$ cat src/rcic_pkg.sv
// Constants, carriers and decode helpers for the routed interrupt controller.
// Assumes one clock domain; every user of it imports rcic_pkg::*.
package rcic_pkg;

   // Source and level counts
   localparam int NUM_LEVELS = 22;
   localparam int NUM_EXT_NUM = 11;
   localparam int NUM_EXT_LET = 4;
   localparam int NUM_EXT = 15;
   localparam int NUM_INT = 10;
   localparam int NUM_SRC = 25;

   // Controller selectors in a route entry
   localparam logic [1:0] CTRL_MASTER = 2'h0;
   localparam logic [1:0] CTRL_SLAVE1 = 2'h1;
   localparam logic [1:0] CTRL_SLAVE2 = 2'h2;

   // Master inputs carrying the two slaves; not routable targets
   localparam logic [2:0] CASCADE_S1_INPUT = 3'h2;
   localparam logic [2:0] CASCADE_S2_INPUT = 3'h5;

   // Vector bases of the three controllers
   localparam logic [7:0] VEC_BASE_MASTER = 8'h40;
   localparam logic [7:0] VEC_BASE_SLAVE1 = 8'h48;
   localparam logic [7:0] VEC_BASE_SLAVE2 = 8'h50;

   // Level index positions, 0 is the highest priority
   localparam logic [4:0] LVL_M0 = 5'h00;
   localparam logic [4:0] LVL_M1 = 5'h01;
   localparam logic [4:0] LVL_S1_BASE = 5'h02;
   localparam logic [4:0] LVL_M3 = 5'h0a;
   localparam logic [4:0] LVL_M4 = 5'h0b;
   localparam logic [4:0] LVL_S2_BASE = 5'h0c;
   localparam logic [4:0] LVL_M6 = 5'h14;
   localparam logic [4:0] LVL_M7 = 5'h15;

   // Values after reset
   localparam logic [21:0] PEND_RST = 22'h000000;
   localparam logic [24:0] PREV_RST = 25'h0000000;
   localparam logic [7:0] VECTOR_RST = 8'h00;

   // One router entry: enable, controller, controller input
   typedef struct packed {
      logic en;
      logic [1:0] ctrl;
      logic [2:0] inp;
   } rcic_route_s;

   // Request sources, active high, synchronous to the clock
   typedef struct packed {
      logic [9:0] internal_src;
      logic [3:0] lettered_external_request_inputs;
      logic [10:0] numbered_external_request_lines;
   } rcic_src_s;

   // Result of routing one source
   typedef struct packed {
      logic hit;
      logic [4:0] level;
   } rcic_slot_s;

   // Router entry to priority level index
   function automatic rcic_slot_s route_to_slot(input rcic_route_s r);
      rcic_slot_s s;
      s.hit = r.en;
      s.level = LVL_M0;
      case (r.ctrl)
         CTRL_MASTER: begin
            case (r.inp)
               3'h0: s.level = LVL_M0;
               3'h1: s.level = LVL_M1;
               3'h3: s.level = LVL_M3;
               3'h4: s.level = LVL_M4;
               3'h6: s.level = LVL_M6;
               3'h7: s.level = LVL_M7;
               default: s.hit = 1'b0;
            endcase
         end
         CTRL_SLAVE1: s.level = LVL_S1_BASE + {2'h0, r.inp};
         CTRL_SLAVE2: s.level = LVL_S2_BASE + {2'h0, r.inp};
         default: s.hit = 1'b0;
      endcase
      return s;
   endfunction

   // Priority level index to delivered vector
   function automatic logic [7:0] level_vector(input logic [4:0] lvl);
      logic [4:0] off;
      off = 5'h00;
      if (lvl < LVL_S1_BASE) begin
         off = lvl;
         return VEC_BASE_MASTER + {3'h0, off};
      end else if (lvl < LVL_M3) begin
         off = lvl - LVL_S1_BASE;
         return VEC_BASE_SLAVE1 + {3'h0, off};
      end else if (lvl == LVL_M3) begin
         return VEC_BASE_MASTER + 8'h03;
      end else if (lvl == LVL_M4) begin
         return VEC_BASE_MASTER + 8'h04;
      end else if (lvl < LVL_M6) begin
         off = lvl - LVL_S2_BASE;
         return VEC_BASE_SLAVE2 + {3'h0, off};
      end else if (lvl == LVL_M6) begin
         return VEC_BASE_MASTER + 8'h06;
      end else begin
         return VEC_BASE_MASTER + 8'h07;
      end
   endfunction

endpackage

$ cat src/rcic_prio_pick.sv
// Picks the highest pending level and its vector, purely combinational.
// Assumes the caller registers whatever it takes from these outputs.
`timescale 1ns/1ps
module rcic_prio_pick
   import rcic_pkg::*;
(
   input wire logic [21:0] pend, // Pending levels, bit 0 highest
   output logic any, // Some level pending
   output logic [4:0] top_level, // Highest pending level index
   output logic [7:0] top_vector // Vector of that level
);

   // Scan from lowest to highest so the highest pending wins
   always_comb begin
      any = |pend;
      top_level = LVL_M0;
      for (int i = NUM_LEVELS - 1; i >= 0; i--) begin
         if (pend[i]) begin
            top_level = 5'(i); // see
         end
      end
      top_vector = level_vector(top_level); // see see
   end

endmodule

$ cat src/rcic_ctrl.sv
// Routed, cascaded interrupt controller: router, request latching,
// 22-level ranking, vector delivery and a separate non-maskable path.
// Assumes all inputs synchronous to mclk and the router table held
// steady by its owner; route changes apply on the next cycle.
//
// Notes on behaviour
// Routed requests are ranked into 22 levels; highest pending goes out.
// Fifteen external inputs: eleven numbered lines and four lettered ones.
// Router maps each source to a controller input, fixing its level.
// After initialisation all external inputs are rising-edge triggered.
// A separate non-maskable request path exists beside the 22 levels.
// Master inputs zero to seven give vectors 0x40 to 0x47.
// First slave inputs zero to seven give vectors 0x48 to 0x4f.
// Second slave inputs zero to seven give vectors 0x50 to 0x57.
// Order: master 0-1, slave1, master 3-4, slave2, master 6-7.
// Acknowledge returns the vector of the serviced input.
// An edge stays pending until acknowledged, even if input drops.
// A source with no route never raises a request.
`timescale 1ns/1ps
module rcic_ctrl
   import rcic_pkg::*;
(
   input wire logic mclk, // System clock, 100 MHz
   input wire logic srst, // Synchronous reset, active high
   input wire logic ce, // Clock enable, freezes all state when low
   input wire logic init_done, // High once initialisation is complete
   input wire rcic_src_s src, // All request sources, active high
   input wire rcic_route_s [24:0] route_map, // Router table per source
   input wire logic nmi_in, // Non-maskable request, rising edge
   input wire logic int_ack, // Processor takes the ranked request
   input wire logic nmi_ack, // Processor takes the non-maskable one
   output logic irq_req, // Ranked request to the processor
   output logic nmi_req, // Non-maskable request to the processor
   output logic [7:0] vector_q, // Vector of the serviced input
   output logic vector_valid_q, // One-cycle mark of a new vector
   output logic [21:0] pending_q // Pending levels, bit 0 highest
);

   // Handshake states, one-hot
   typedef enum logic [1:0] {
      ST_IDLE = 2'b01,
      ST_REQ = 2'b10
   } rcic_state_e;

   rcic_state_e state_q;
   rcic_state_e state_d;
   logic [24:0] src_vec;
   logic [24:0] prev_q;
   logic [24:0] prev_d;
   logic [24:0] trig;
   logic [21:0] src_set [NUM_SRC];
   logic [21:0] set_lvl;
   logic [21:0] clr_lvl;
   logic [21:0] pending_d;
   logic [7:0] vector_d;
   logic vector_valid_d;
   logic nmi_prev_q;
   logic nmi_prev_d;
   logic nmi_pend_q;
   logic nmi_pend_d;
   logic any;
   logic [4:0] top_level;
   logic [7:0] top_vector;
   logic take;
   logic [24:0] src_hit;
   logic [4:0] src_level [NUM_SRC];
   logic [24:0] src_rise;

   // Level index to a one-hot mask, shared by the set and clear paths
   function automatic logic [21:0] level_mask(input logic [4:0] lvl);
      logic [21:0] m;
      m = 22'h000000;
      for (int k = 0; k < NUM_LEVELS; k++) begin
         if (lvl == 5'(k)) begin
            m[k] = 1'b1;
         end
      end
      return m;
   endfunction

   // Rising edge of an input against its previous enabled sample
   function automatic logic rise(input logic cur, input logic prev);
      return cur & ~prev;
   endfunction

   // Flatten the source groups into one vector, external lines first
   assign src_vec = {src.internal_src,
                     src.lettered_external_request_inputs,
                     src.numbered_external_request_lines};

   // Per-source trigger and routing to a one-hot level request
   for (genvar i = 0; i < NUM_SRC; i++) begin : g_src
      rcic_slot_s slot;
      // Router decode; cascade inputs and bad selectors give no hit
      assign slot = route_to_slot(route_map[i]);
      assign src_hit[i] = slot.hit;
      assign src_level[i] = slot.level;
      // Edge against the sample taken at the last enabled edge
      assign src_rise[i] = rise(src_vec[i], prev_q[i]);
      // Level sensing only until init completes; edge after
      assign trig[i] = init_done ? src_rise[i] : src_vec[i];
      // Unrouted or cascade-input targets contribute nothing
      assign src_set[i] = (src_hit[i] && trig[i])
                          ? level_mask(src_level[i])
                          : 22'h000000;
   end

   // Merge all routed requests per level
   always_comb begin
      set_lvl = 22'h000000;
      for (int i = 0; i < NUM_SRC; i++) begin
         set_lvl = set_lvl | src_set[i];
      end
   end

   // Ranking of what is pending
   rcic_prio_pick u_pick (
      .pend(pending_q),
      .any(any),
      .top_level(top_level),
      .top_vector(top_vector)
   );

   // Request is raised only from the registered state
   assign irq_req = (state_q == ST_REQ);
   assign take = irq_req && int_ack;
   assign nmi_req = nmi_pend_q;

   // Handshake next state
   always_comb begin
      state_d = state_q;
      case (state_q)
         ST_IDLE: begin
            if (any) begin
               state_d = ST_REQ;
            end
         end
         ST_REQ: begin
            if (take) begin
               // One idle cycle lets the next winner settle
               state_d = ST_IDLE;
            end
         end
         default: state_d = ST_IDLE;
      endcase
   end

   // Edge history follows the sources on every enabled cycle
   always_comb begin
      prev_d = src_vec;
   end

   // Clear mask of the level served in this cycle
   always_comb begin
      clr_lvl = 22'h000000;
      if (take) begin
         clr_lvl = level_mask(top_level);
      end
   end

   // A new edge in the acknowledge cycle wins over the clear
   always_comb begin
      pending_d = (pending_q & ~clr_lvl) | set_lvl;
   end

   // Vector of the served level, held until the next acknowledge
   always_comb begin
      vector_d = vector_q;
      vector_valid_d = 1'b0;
      if (take) begin
         vector_d = top_vector;
         vector_valid_d = 1'b1;
      end
   end

   // Non-maskable path, edge latched, set beats clear
   always_comb begin
      nmi_prev_d = nmi_in;
      nmi_pend_d = nmi_pend_q & ~nmi_ack;
      if (rise(nmi_in, nmi_prev_q)) begin
         nmi_pend_d = 1'b1;
      end
   end

   // Handshake state; reset acts whatever the enable is
   always_ff @(posedge mclk) begin
      if (srst) begin
         state_q <= ST_IDLE;
      end else if (ce) begin
         state_q <= state_d;
      end
   end

   // Pending levels; enable low freezes them
   always_ff @(posedge mclk) begin
      if (srst) begin
         pending_q <= PEND_RST;
      end else if (ce) begin
         pending_q <= pending_d;
      end
   end

   // Edge history; a source high at release counts as an edge
   always_ff @(posedge mclk) begin
      if (srst) begin
         prev_q <= PREV_RST;
      end else if (ce) begin
         prev_q <= prev_d;
      end
   end

   // Delivered vector and its one-cycle mark
   always_ff @(posedge mclk) begin
      if (srst) begin
         vector_q <= VECTOR_RST;
         vector_valid_q <= 1'b0;
      end else if (ce) begin
         vector_q <= vector_d;
         vector_valid_q <= vector_valid_d;
      end
   end

   // Non-maskable history and pending flag
   always_ff @(posedge mclk) begin
      if (srst) begin
         nmi_prev_q <= 1'b0;
         nmi_pend_q <= 1'b0;
      end else if (ce) begin
         nmi_prev_q <= nmi_prev_d;
         nmi_pend_q <= nmi_pend_d;
      end
   end

endmodule

$ cat config.mk
export PLATFORM = sky130hd
export DESIGN_NAME = rcic_ctrl
export DESIGN_NICKNAME = d
export VERILOG_FILES = /design/src/rcic_pkg.sv /design/src/rcic_prio_pick.sv /design/src/rcic_ctrl.sv
export SDC_FILE = /design/constraint.sdc
export NUM_CORES = 1
export LEC_CHECK = 0
export ABC_AREA = 1
export BUFFER_PORTS_ARGS = -buffer_cell sky130_fd_sc_hd__buf_4
export CORE_AREA = 2 2 223 225
export DETAILED_ROUTE_END_ITERATION = 10
export DIE_AREA = 0 0 225 227
export PLACE_DENSITY = 0.54
export SYNTH_ARGS = -nofsm -noshare
export SYNTH_HDL_FRONTEND = slang
export SYNTH_SLANG_ARGS = --single-unit
$ cat constraint.sdc
create_clock -name mclk -period 2.57 [get_ports mclk]
set_input_delay 0.1285 -clock mclk [delete_from_list [all_inputs] [get_ports mclk]]
set_output_delay 0.1285 -clock mclk [all_outputs]
set_load 0.03 [all_outputs]
[After elaboration in Yosys (flattened, before gate mapping)]
Cells that the tools add are included.
Cells by class
  equality and inequality tests: 725
  reduce and logical (&&, ||, !) cells: 155
  $add $sub $neg: 55
  order comparisons: 3
  mux-type cells: 756
  bitwise gates (word level): 81
Operator list (number)
  == test 5 x 4 -> 1 bit, second input constant: 208
  == test 5 bit, second input constant: 156
  2-to-1 mux 1 bit: 625
  one-hot mux 5 bit (5 select lines): 25
  2-to-1 mux 22 bit: 26
  bitwise OR 22 bit: 25
  == test 5 x 3 -> 1 bit, second input constant: 104
  one-hot mux 5 bit (3 select lines): 25
  == test 5 x 2 -> 1 bit, second input constant: 52
  == test 3 bit, second input constant: 75
  OR reduction 6 bit: 25
  == test 5 x 1 -> 1 bit, second input constant: 26
  zero test 5 bit: 26
  adder 4 x 3 -> 5 bit, first input constant: 25
  2-to-1 mux 5 bit: 22
  adder 2 x 3 -> 4 bit, first input constant: 25
  == test 3 x 1 -> 1 bit, second input constant: 25
  == test 3 x 2 -> 1 bit, second input constant: 25
  zero test 3 bit: 25
  == test 2 x 1 -> 1 bit, second input constant: 26
  == test 2 bit, second input constant: 26
  zero test 2 bit: 25
  one-hot mux 1 bit (2 select lines): 25
  OR reduction 2 bit: 25
  other kinds (19): 103
Word-level totals
  flip-flop bits (word level): 60
  output and inout bits: 33
  bits of input ports: 182

[Depth between registers and ports, before layout]
Gate-level depths: netlist of the first run.
  depth in word-level cells: 31
  gate-level depth with buffers: 28
  mapped depth without buffers: 28

[Hierarchy]
Synthesis of the first run repeated with hierarchy kept, for this count alone.
Unflattened totals
  cell total of the unflattened synthesis: 3121
  area total of the unflattened synthesis: 15910.3 µm²
By module, submodules not included
  rcic_ctrl: area an instance 15164.5 µm², times used 1, cells each 2976
  rcic_prio_pick: area an instance 745.7 µm², times used 1, cells each 145

[Worst setup path before layout of the first run]
OpenSTA, ideal clock, no wires.
  path kind: flip-flop to flip-flop
  start point: register pending_q[18]
  end point: register vector_q[5]
  required time: 2436 ps
  path slack: 17 ps
  setup time: 134 ps
  buffers on the path: 0
  cell stages (with the launch flop): 15
  data arrival time: 2419 ps
  cells stage by stage: dfxtp_1 -> nor2_1 -> nand3_1 -> nor2_1 -> o21bai_1 -> a21oi_1 -> inv_1 -> ha_1 -> nand2_1 -> nand2_1 -> xor2_1 -> ha_1 -> or2_2 -> nand3_1 -> a21oi_1
On the way
  word-level cells in the longest chain between the ends: 26
  elaborated cells between the ends (all ways): 34
RTL lines
  from (decl): line rcic_ctrl.sv:36  | output logic [21:0] pending_q
  from (signal assigned): line rcic_ctrl.sv:199  | pending_q <= pending_d;
  2-to-1 mux 5 bit (*) (19 in a row): line rcic_prio_pick.sv:18  | if (pend[i]) begin
  subtractor 5 x 4 -> 5 bit: line rcic_pkg.sv:101  | off = lvl - LVL_S2_BASE;
  adder 7 x 5 -> 8 bit: line rcic_pkg.sv:102  | return VEC_BASE_SLAVE2 + {3'h0, off};
  2-to-1 mux 8 bit: line rcic_pkg.sv:100  | end else if (lvl < LVL_M6) begin
  2-to-1 mux 8 bit: line rcic_pkg.sv:98  | end else if (lvl == LVL_M4) begin
  2-to-1 mux 8 bit: line rcic_pkg.sv:96  | end else if (lvl == LVL_M3) begin
  2-to-1 mux 8 bit: line rcic_pkg.sv:93  | end else if (lvl < LVL_M3) begin
  2-to-1 mux 8 bit (*): line rcic_pkg.sv:90  | if (lvl < LVL_S1_BASE) begin
  to (signal assigned): line rcic_ctrl.sv:218  | vector_q <= vector_d;
  to (decl): line rcic_ctrl.sv:34  | output logic [7:0] vector_q,
Every way passes the cells marked *; elsewhere a longest branch is shown, timed or not.
A chain may end at the register's enable or synchronous reset.

[Final worst setup path of the first run]
  start point: input port src[10] in the netlist's numbering
  end point: register pending_q[10]
On the way
  word-level cells in the longest chain between the ends: 20
RTL lines
  from (decl): line rcic_ctrl.sv:27  | input wire rcic_src_s src,
  AND 1 bit: line rcic_ctrl.sv:83  | return cur & ~prev;
  2-to-1 mux 1 bit (*): line rcic_ctrl.sv:101  | assign trig[i] = init_done ? src_rise[i] : src_vec[i];
  logical AND 1 bit (*): line rcic_ctrl.sv:103  | assign src_set[i] = (src_hit[i] && trig[i])
  2-to-1 mux 22 bit (*): line rcic_ctrl.sv:104  | ? level_mask(src_level[i])
  bitwise OR 22 bit (*) (15 in a row): line rcic_ctrl.sv:112  | set_lvl = set_lvl | src_set[i];
  bitwise OR 22 bit (*): line rcic_ctrl.sv:163  | pending_d = (pending_q & ~clr_lvl) | set_lvl;
Marks and branches as above.

==> metrics.cfg, run 1 <==
[outcome]
status=complete, no violations

[global_routing]
grt_pass1_wl_mm=128.1
grt_overflow_total=0
grt_use_met2=0.5312
grt.met3_usage=0.05279
use_met1=0.4754
grt_max_degree=51
gr-usage-all-layers=0.3378
grt_busiest_layer=met2
grt_antenna_before_repair=3
grt_pass1_vias=21073

[clock_network]
clockBufferDepth=2
cts_buffers=9
clock_latency_ns=0.40
path_clk_slew_ns=0.07
cts_max_level=3
cts.sinks=59
tritoncts=done
root_buffer=clkbuf_16

[placement]
placed_area_sq_um=21620
place_hpwl_mm=76.82
gp_congestion=1.062
portBuffers=213

[sta]
hold_violations=0
finalClockSkew_ns=0.01993
whs_ns=0.03321
rsz0062_at_grt=yes
max_freq_mhz=397.0
period_share=0.9801
worstMarginPinSlew_ns=0.7786
period_needed_ns=2.519
final_max_slew_viol_count=0
maxSlewHeadroom=0.4809
setup_viol=0

[synth]
synth_area_leaders=nand2_1, inv_1, nor2_1, ha_1, dfxtp_1
avgSynthCellArea_sq_um=5.374
synth_edf_count=0
yosysMostFrequentCell=nand2_1
async_flop_share=0
seq_area_frac_synth=0.08194
synth-seq-cells=59
yosysWarningCount=0
synth_top_area_share=0.1398
synth_top_area_cell=nand2_1
ys.flop_type=dfxtp_1
synth_cell_type_count=66
yosys-top-cells-count=nand2_1, inv_1, nor2_1
synth.cell_area_sq_um=14410
syn_nets=3003
synth_cells=2682

[detailed_routing]
routed_wirelength_mm=87.74
viasPerCell=5.208
postRouteAntennaNets=0
via_count=21818
remaining_drc_errors=0
first_pass_iters=7
drt_iter0_drc=2093
routedWlPerCell_um=20.94

[die]
start_util=0.2969
die_h_um=227
num_io_pins=215
fp.dieW_um=225
dieArea_sq_um=51080
core_sq_um=48550
placementRows=81

[critical_path]
regToRegSetupSlack_ns=0.08
crit_type=in2reg
cp-end-kind=register
cp.required_ns=2.84
start_kind=input port
critPathMaxFanout=3
crit_arrival_ns=2.79

[power]
leakage_nw=11.53
power_density_nw_per_um2=290.3
peakVddDrop_mv=0.2770

[cells_and_area]
nets=3883
syn_to_final_growth_pct=56.72
postLayoutCellArea_sq_um=22590
drive_above_1_share=0.2921
insertedDiodeCount=0

[worst_hold_path]
hp-class=in2reg

[flow_run]
drv_cap=0

metrics by stage:
step | TNS [ns] | setup slack [ns] | cells | total power, mW | utilization
after floorplan | 0 | 0.01677 | 2682 | 2.862 | -
after global placement | -7.059 | -0.7863 | 4143 | 4.926 | 0.4453
after detailed placement | -7.141 | -0.7362 | 4143 | 4.957 | 0.4453
after CTS | 0 | 0.01171 | 4185 | 6.392 | 0.4578
after global routing | -0.09936 | -0.03730 | 4189 | 6.984 | 0.4653
final | 0 | 0.05122 | 4189 | 6.558 | 0.4653
area by class of cell:
cell class / instances / area [sq um]
clock buffer: 9 / 225.2
clock inverter: 7 / 60.06
fill: 5306 / 25960
inverter: 539 / 2026
sequential: 59 / 1186
tap: 622 / 778.2
timing repair buffer: 888 / 6810
multi-input combinational: 2065 / 11500
timing repair:
item | 4_1_cts | 5_1_grt
setup buffers | 0 | 4
hold buffers | 26 | 0
endpoints found under the setup margin | 6 | 27
pin swaps | 2 | 16
resized for setup | 16 | 90
hold endpoints to repair | 26 | 0
path summary, 6_finish.rpt:
kind / depth (start not counted) / to / startpoint
max: 18 / pending_q[10] / src[10]
min: 3 / nmi_prev_q / nmi_in
max reg2reg: 13 / vector_q[5] / pending_q[0]
min reg2reg: 2 / nmi_prev_q / nmi_prev_q
logic make-up (layout without fill, tap and decap cells):
logic type	after synthesis	in the layout	share of synthesized area
buffers and inverters	558	1443	0.1466
AO/OA/AOI/OAI	603	603	0.2651
XOR/XNOR	2	2	0.001215
adder cells (fa/ha/maj)	139	139	0.1207
flip-flops	59	59	0.08194
AND/OR/NAND/NOR	1320	1320	0.3842
other	1	1	0.0002602
metal layers:
layer | share of wire | up-vias
met4 | 0.030 | 2
met5 | 0.00015 | -
met1 | 0.47 | 10209
met3 | 0.073 | 128
li1 | - | 10592
met2 | 0.43 | 887
where the power goes:
group	internal [mW]	total, mW	leakage [nW]	switching (mW)
combinational	1.77	4.20	10.9	2.44
clock	0.670	1.34	0.131	0.673
sequential	0.976	1.01	0.486	0.0377
total	3.41	6.56	11.5	3.15
worst max-delay path, cell delays in order:
cell,delay [ns]
dlygate4sd3_1,0.54
buf_4,0.14
nand3_1,0.07
a21oi_1,0.04
nand2_1,0.10
nor2_1,0.10
inv_1,0.09
nor2_1,0.05
buf_4,0.14
inv_1,0.08
o22ai_1,0.10
a221oi_2,0.25
buf_4,0.16
o2111ai_1,0.16
nor2_1,0.26
nand3_1,0.17
nand2_1,0.12
a21oi_1,0.07
state kept, by name, summed over array words and instances, names as in the netlist:
register,count
prev_q,25
pending_q,22
vector_q,7
state_q,2
nmi_prev_q,1
nmi_req,1
vector_valid_q,1
cell usage in the layout (no fill, tap or decap), drive strengths merged, types with 26 or more instances in the layout:
cell type,n
o211ai,30
inv,541
nand4,31
buf,862
ha,139
o22ai,64
o21ai,206
a221oi,31
nand2,547
dfxtp,59
dlygate4sd3,26
nor2,518
nor3,47
nand3,138
a21oi,144
(Power assumes the default switching activity.)
==> inputs of run 2 (changes only) <==
Settings changed: ABC_AREA 1 to unset, CORE_AREA 2 2 223 225 to 2 2 233 235, DIE_AREA 0 0 225 227 to 0 0 235 237, SETUP_SLACK_MARGIN set to 0.05.
==> metrics.cfg, run 2 <==
[synth]
yosys.area_share.adder=0.1097  ; -0.01100
synth_top_family_by_area=simple AND/OR/NAND/NOR gates
synth_cell_type_count=97  ; +47%
syn_nets=2631  ; -12%
synth_cells=2310  ; -14%
synth_edf_count=0  ; unchanged
synth-xor-area-share=0.004970  ; +0.003755
synth_compound_area_frac=0.3232  ; +0.05811
synthMuxAreaShare=0.02280  ; +0.02280
yosysWarningCount=0  ; unchanged
yosys-top-cells-count=nand2_1, nor2_1, ha_1
synth_area_leaders=ha_1, dfxtp_1, nand2_1, nor2_1, nor3_1
yosysMostFrequentCell=nand2_1
synth_top_area_share=0.1097  ; -0.03019
synth-seq-cells=59  ; unchanged
synth.cell_area_sq_um=15860  ; +10%
avgSynthCellArea_sq_um=6.866  ; +28%
ys.flop_type=dfxtp_1
async_flop_share=0  ; unchanged
synthSimpleGateAreaFrac=0.4033  ; +0.01908
synth_top_area_cell=ha_1
seq_area_frac_synth=0.07447  ; -0.007473

[die]
fp.dieW_um=235  ; +4.4%
core_sq_um=53280  ; +9.8%
num_io_pins=215  ; unchanged
dieArea_sq_um=55700  ; +9.0%
placementRows=85  ; +4.9%
die_h_um=237  ; +4.4%
start_util=0.2977  ; +0.0007486

[critical_path]
crit_type=reg2reg
crit_family=simple AND/OR/NAND/NOR gates
regToRegSetupSlack_ns=-0.08  ; -0.16 ns
critPathMaxStageDelay_ns=0.56  ; +0.02 ns
cp.required_ns=2.84  ; about the same
crit_arrival_ns=2.92  ; +0.13 ns
crit_buf_inv=3  ; -3
critPathMaxFanout=2  ; -1
start_kind=register
critical_path.cell_chain=or4_4 -> or3_4 -> nand4_1 -> buf_4 -> nand3_4 -> buf_6 -> o311ai_4 -> buf_6 -> and4bb_2 -> a32oi_2
cp-end-kind=register
crit_path_frequent_cell=buf_6
crit_path_top_delay_cell=or4_4

[cells_and_area]
fin_util=0.5251  ; +0.05977
fillerInstances=5077  ; -4.3%
largest_reg_flops=25  ; unchanged
largest-register=prev_q
drive_above_1_share=0.4564  ; +0.1642
final_common_cell=buf_4
syn_to_final_growth_pct=76.40
top_regs=prev_q x25, pending_q x22, vector_q x7
nets=3754  ; -3.3%
seq_area_sq_um=1192  ; +0.53%
multiInputGateArea_sq_um=15450  ; +34%
final_cell_mix=buf_4, nand2_1, nor2_1

[detailed_routing]
viasPerCell=6.000  ; +15%
routed_wirelength_mm=118.6  ; +35%
drt_iter0_drc=2194  ; +4.8%
first_pass_iters=6  ; -1
routedWlPerCell_um=28.66  ; +37%
remaining_drc_errors=0  ; unchanged
postRouteAntennaNets=0  ; unchanged
via_count=24820  ; +14%

[clock_network]
cts_max_level=3  ; unchanged
path_clk_slew_ns=0.08  ; about the same
cts_buffers=9  ; unchanged
clock_latency_ns=0.41  ; about the same
root_buffer=clkbuf_16
cts.sinks=59  ; unchanged
tritoncts=done
clockBufferDepth=2  ; unchanged

[global_routing]
grt_pass1_vias=24051  ; +14%
gr-usage-all-layers=0.4083  ; +0.07051
grt_overflow_total=0  ; unchanged
grt_max_degree=49  ; -3.9%
grt_antenna_before_repair=5  ; +2
grt_pass1_wl_mm=166.6  ; +30%

[power]
p_comb_frac=0.661  ; +0.020
p_switching_mw=3.572  ; +14%
power_density_nw_per_um2=286.0  ; -1.5%
power_mw=8.002  ; +22%
sw_frac_of_total=0.4464  ; -0.03332
peakVddDrop_mv=0.3272  ; +18%
leakage_nw=12.37  ; +7.3%
power_frac_seq=0.125  ; -0.030
p_int_mw=4.430  ; +30%
p_clk_frac=0.214  ; +0.009

[placement]
portBuffers=213  ; unchanged
place_hpwl_mm=100.9  ; +31%
pre_cts_ws_ns=-0.9950  ; -0.2588 ns
gp_congestion=1.082  ; +1.9%

[outcome]
violations=negative setup slack
status=finished, violations left

[sta]
final.setup.tns_ns=-0.3227  ; -0.3227 ns
period_share=1.029  ; +0.04920
maxSlewHeadroom=0.2322  ; -0.2487
rsz0062_at_grt=yes
max_freq_mhz=378.0  ; -4.8%
finalClockSkew_ns=0.02588  ; +0.005949 ns
worstMarginPinSlew_ns=1.137  ; +0.3582 ns
final_max_slew_viol_count=0  ; unchanged
setup_viol=7  ; +7
hold_violations=0  ; unchanged
period_needed_ns=2.645  ; +0.1264 ns
final.setup.worst_slack_ns=-0.07523  ; -0.1264 ns

[worst_hold_path]
hp-class=in2reg

[flow_run]
drv_cap=0  ; unchanged

[run 2: cell count changes after synthesis, moves of 70 or more]
cell / previous run / this run
o21ai_0: 169 / 88
nand2b_1: 0 / 87
nand2_1: 537 / 196
clkbuf_1: 13 / 83
nor2_1: 498 / 188
inv_1: 515 / 127
[run 2: cells by family after synthesis]
family | count (synthesis)
xor gates and xnor gates | 9
buffers and inverters | 246
AOI/OAI and AO/OA | 692
other | 1
DFF | 59
adders and majority gates | 139
and+or+nand+nor | 1128
muxes | 36
[run 2: power by group through the flow]
| stage | combinational [mW] | clock (mW) | sequential, mW |
|---|---|---|---|
| after floorplan | 1.89 | 0 | 1.07 |
| after global placement | 4.41 | 0 | 1.02 |
| after detailed placement | 4.51 | 0 | 1.02 |
| after CTS | 4.81 | 1.74 | 1.00 |
| after global routing | 5.56 | 1.73 | 1.01 |
| final | 5.29 | 1.71 | 1.00 |
[run 2: final timing paths]
path,end,depth (start not counted),start
max,pending_q[3],10,pending_q[16]
min,prev_q[21],3,src[21]
max reg2reg,pending_q[3],10,pending_q[16]
min reg2reg,vector_q[1],2,vector_q[1]
[run 2: area by class of cell]
| type | count | area share |
|---|---|---|
| multi-input cells | 2005 | 0.5523 |
| repair buffers | 1231 | 0.3435 |
| flip-flops and latches | 59 | 0.04262 |
| well taps | 696 | 0.03113 |
| inverters | 127 | 0.01762 |
| clock buffers | 10 | 0.008542 |
| clock inverters | 6 | 0.003980 |
| diodes | 3 | 0.0002683 |
[run 2: timing repair]
| action | CTS | global route |
|---|---|---|
| setup endpoints to repair | 26 | 27 |
| buffers inserted | 10 | 29 |
| pin swaps | 33 | 94 |
| hold buffers | 24 | 0 |
| gates resized for setup | 128 | 266 |
| hold endpoints to repair | 24 | 0 |
[run 2: layer usage]
layer / wire, um / part of all wire / vias up / track usage
li1: - / - / 11129 / -
met1: 50380 / 0.42 / 12189 / 0.5344
met2: 50970 / 0.43 / 1203 / 0.6410
met3: 9127 / 0.077 / 297 / 0.06831
met4: 8099 / 0.068 / 2 / 0.2158
met5: 13 / 0.00011 / - / 0
[run 2: tightest hold or removal path, stage by stage]
cell	delay, ns
buf_4	0.10
mux2i_1	0.07
nor2_1	0.09
[run 2: metrics by stage]
stage	instances	instance area, sq um	hold WS, ns
2_1_floorplan	2310	15920	0.2712
3_3_place_gp	4060	25340	0.3694
3_5_place_dp	4060	25340	0.3830
4_1_cts	4109	26630	0.02070
5_1_grt	4134	27970	0.05422
6_report	4137	27980	0.02441
==> inputs of run 3 (changes only) <==
Settings changed: CELL_PAD_IN_SITES_DETAIL_PLACEMENT set to 0, CELL_PAD_IN_SITES_GLOBAL_PLACEMENT set to 1, PLACE_DENSITY 0.54 to 0.68.
==> metrics.cfg, run 3 (synthesized netlist as in run 2, its figures left out) <==
[outcome]
status=finished, violations left
violations=negative setup slack

[critical_path]
crit_buf_inv=4  ; +1
critical_path.cell_chain=buf_4 -> inv_1 -> ha_1 -> nor4bb_1 -> a311oi_1 -> nor3b_1 -> buf_4 -> a22oi_1 -> nand4_1 -> o41ai_2 -> buf_4 -> a21oi_1
cp.required_ns=2.81  ; -0.03 ns
crit_path_top_delay_cell=a311oi_1
regToRegSetupSlack_ns=0  ; +0.08 ns
crit_arrival_ns=2.85  ; -0.07 ns
start_kind=input port
crit_type=in2reg
cp-end-kind=register
critPathMaxFanout=8  ; +6
critPathMaxStageDelay_ns=0.51  ; -0.05 ns
crit_path_frequent_cell=buf_4
crit_family=compound AO/OA/AOI/OAI gates

[clock_network]
cts.sinks=59  ; unchanged
clockBufferDepth=2  ; unchanged
cts_max_level=3  ; unchanged
cts_buffers=9  ; unchanged
clock_latency_ns=0.40  ; about the same
tritoncts=done
path_clk_slew_ns=0.08  ; about the same
root_buffer=clkbuf_16

[global_routing]
grt_pass1_wl_mm=166.2  ; -0.24%
gr-usage-all-layers=0.4101  ; +0.001785
grt_pass1_vias=23779  ; -1.1%
grt_antenna_before_repair=6  ; +1
grt_max_degree=49  ; unchanged
grt_overflow_total=0  ; unchanged

[detailed_routing]
viasPerCell=5.985  ; -0.25%
drt_iter0_drc=2286  ; +4.2%
remaining_drc_errors=0  ; unchanged
routedWlPerCell_um=29.09  ; +1.5%
via_count=24555  ; -1.1%
postRouteAntennaNets=0  ; unchanged
first_pass_iters=6  ; unchanged
routed_wirelength_mm=119.4  ; +0.66%

[placement]
place_hpwl_mm=102.8  ; +1.9%
placed_cells=4052  ; -0.20%
portBuffers=213  ; unchanged
placed_area_sq_um=25330  ; about the same
gp_congestion=1.117  ; +3.2%
pre_cts_ws_ns=-0.7908  ; +0.2042 ns

[cells_and_area]
final_cell_mix=buf_4, nand2_1, nor2_1
fin_util=0.5080  ; -0.01709
drive_above_1_share=0.4251  ; -0.03128
syn_to_final_growth_pct=70.66
largest-register=prev_q
final_common_cell=buf_4
nets=3720  ; -0.91%
postLayoutCellArea_sq_um=27070  ; -3.3%
fillerInstances=5145  ; +1.3%
fin_cells=4103  ; -0.82%
largest_reg_flops=25  ; unchanged
top_regs=prev_q x25, pending_q x22, vector_q x7

[sta]
period_needed_ns=2.611  ; -0.03385 ns
setup_viol=1  ; -6
finalClockSkew_ns=0.02274  ; -0.003134 ns
final.setup.tns_ns=-0.04138  ; +0.2814 ns
period_share=1.016  ; -0.01317
rsz0062_at_grt=yes
hold_violations=0  ; unchanged
maxSlewHeadroom=0.2398  ; +0.007587
final.setup.worst_slack_ns=-0.04138  ; +0.03385 ns
final_max_slew_viol_count=0  ; unchanged
max_freq_mhz=382.9  ; +1.3%
worstMarginPinSlew_ns=1.132  ; -0.005214 ns

[die]
fp.dieW_um=235  ; unchanged
num_io_pins=215  ; unchanged
dieArea_sq_um=55700  ; unchanged
placementRows=85  ; unchanged
die_h_um=237  ; unchanged
core_sq_um=53280  ; unchanged
start_util=0.2977  ; unchanged

[power]
peakVddDrop_mv=0.3289  ; +0.53%
power_density_nw_per_um2=277.9  ; -2.8%
leakage_nw=12.06  ; -2.5%

[worst_hold_path]
hp-class=in2reg

[flow_run]
drv_cap=0  ; unchanged

-- run 3: cell types whose count changed in the layout (fill, tap and decap cells not counted), moves of 7 or more --
cell and delta:
buf_6 -22, ha_1 +16, buf_4 -14, ha_4 -12, inv_1 +12, nand2_2 -9, nand2_1 +8, inv_2 -7
-- run 3: final cells by class --
| type | instances | area [sq um] | share of cell area |
|---|---|---|---|
| Timing Repair Buffer | 1197 | 9294 | 0.3434 |
| Antenna cell | 3 | 7.507 | 0.0002774 |
| Clock inverter | 6 | 70.07 | 0.002589 |
| Tap cell | 696 | 870.8 | 0.03217 |
| Clock buffer | 10 | 250.2 | 0.009245 |
| Sequential cell | 59 | 1190 | 0.04396 |
| Multi-Input combinational cell | 2005 | 14910 | 0.5507 |
| Inverter | 127 | 479.2 | 0.01770 |
-- run 3: worst paths after layout --
path,start,endpoint,cells after the start
worst max-delay path,route_map[81],pending_q[9],12
worst min-delay path,src[18],prev_q[18],3
worst max register to register,prev_q[13],pending_q[9],11
worst min register to register,vector_q[6],vector_q[6],2
-- run 3: metal layers --
metal | vias to the layer above | part of all wire | GRT usage
met5 | - | 0.00010 | 0
met4 | 2 | 0.069 | 0.2351
met3 | 295 | 0.079 | 0.06540
met2 | 1144 | 0.43 | 0.6406
met1 | 12059 | 0.42 | 0.5343
li1 | 11055 | - | -
-- run 3: worst register-to-register path, delay by kind of cell, from the launching register on --
kind                   cells  cell delay [ns]
AOI/OAI and AO/OA          3             0.81
buffers and inverters      3             0.53
DFF                        1             0.34
and+or+nand+nor            5             0.73
-- run 3: timing repair --
action | 4_1_cts | 5_1_grt
pin swaps | 14 | 26
endpoints found under the setup margin | 21 | 28
hold endpoints to repair | 25 | 0
buffers inserted | 2 | 5
hold buffers | 25 | 0
gates resized for setup | 64 | 172
-- run 3: where the power goes --
part	switching, mW	total (mW)	leakage (nW)	internal, mW
Combinational	2.66	4.95	11.4	2.29
Clock	0.736	1.56	0.158	0.822
Sequential	0.0464	1.01	0.484	0.967
-- run 3: through the flow --
stage / hold WS (ns) / power, mW
floorplan: 0.2712 / 2.964
global placement: 0.3716 / 5.369
detailed placement: 0.3801 / 5.482
CTS: 0.01281 / 7.186
global route: 0.07364 / 7.801
finish: 0.01472 / 7.523
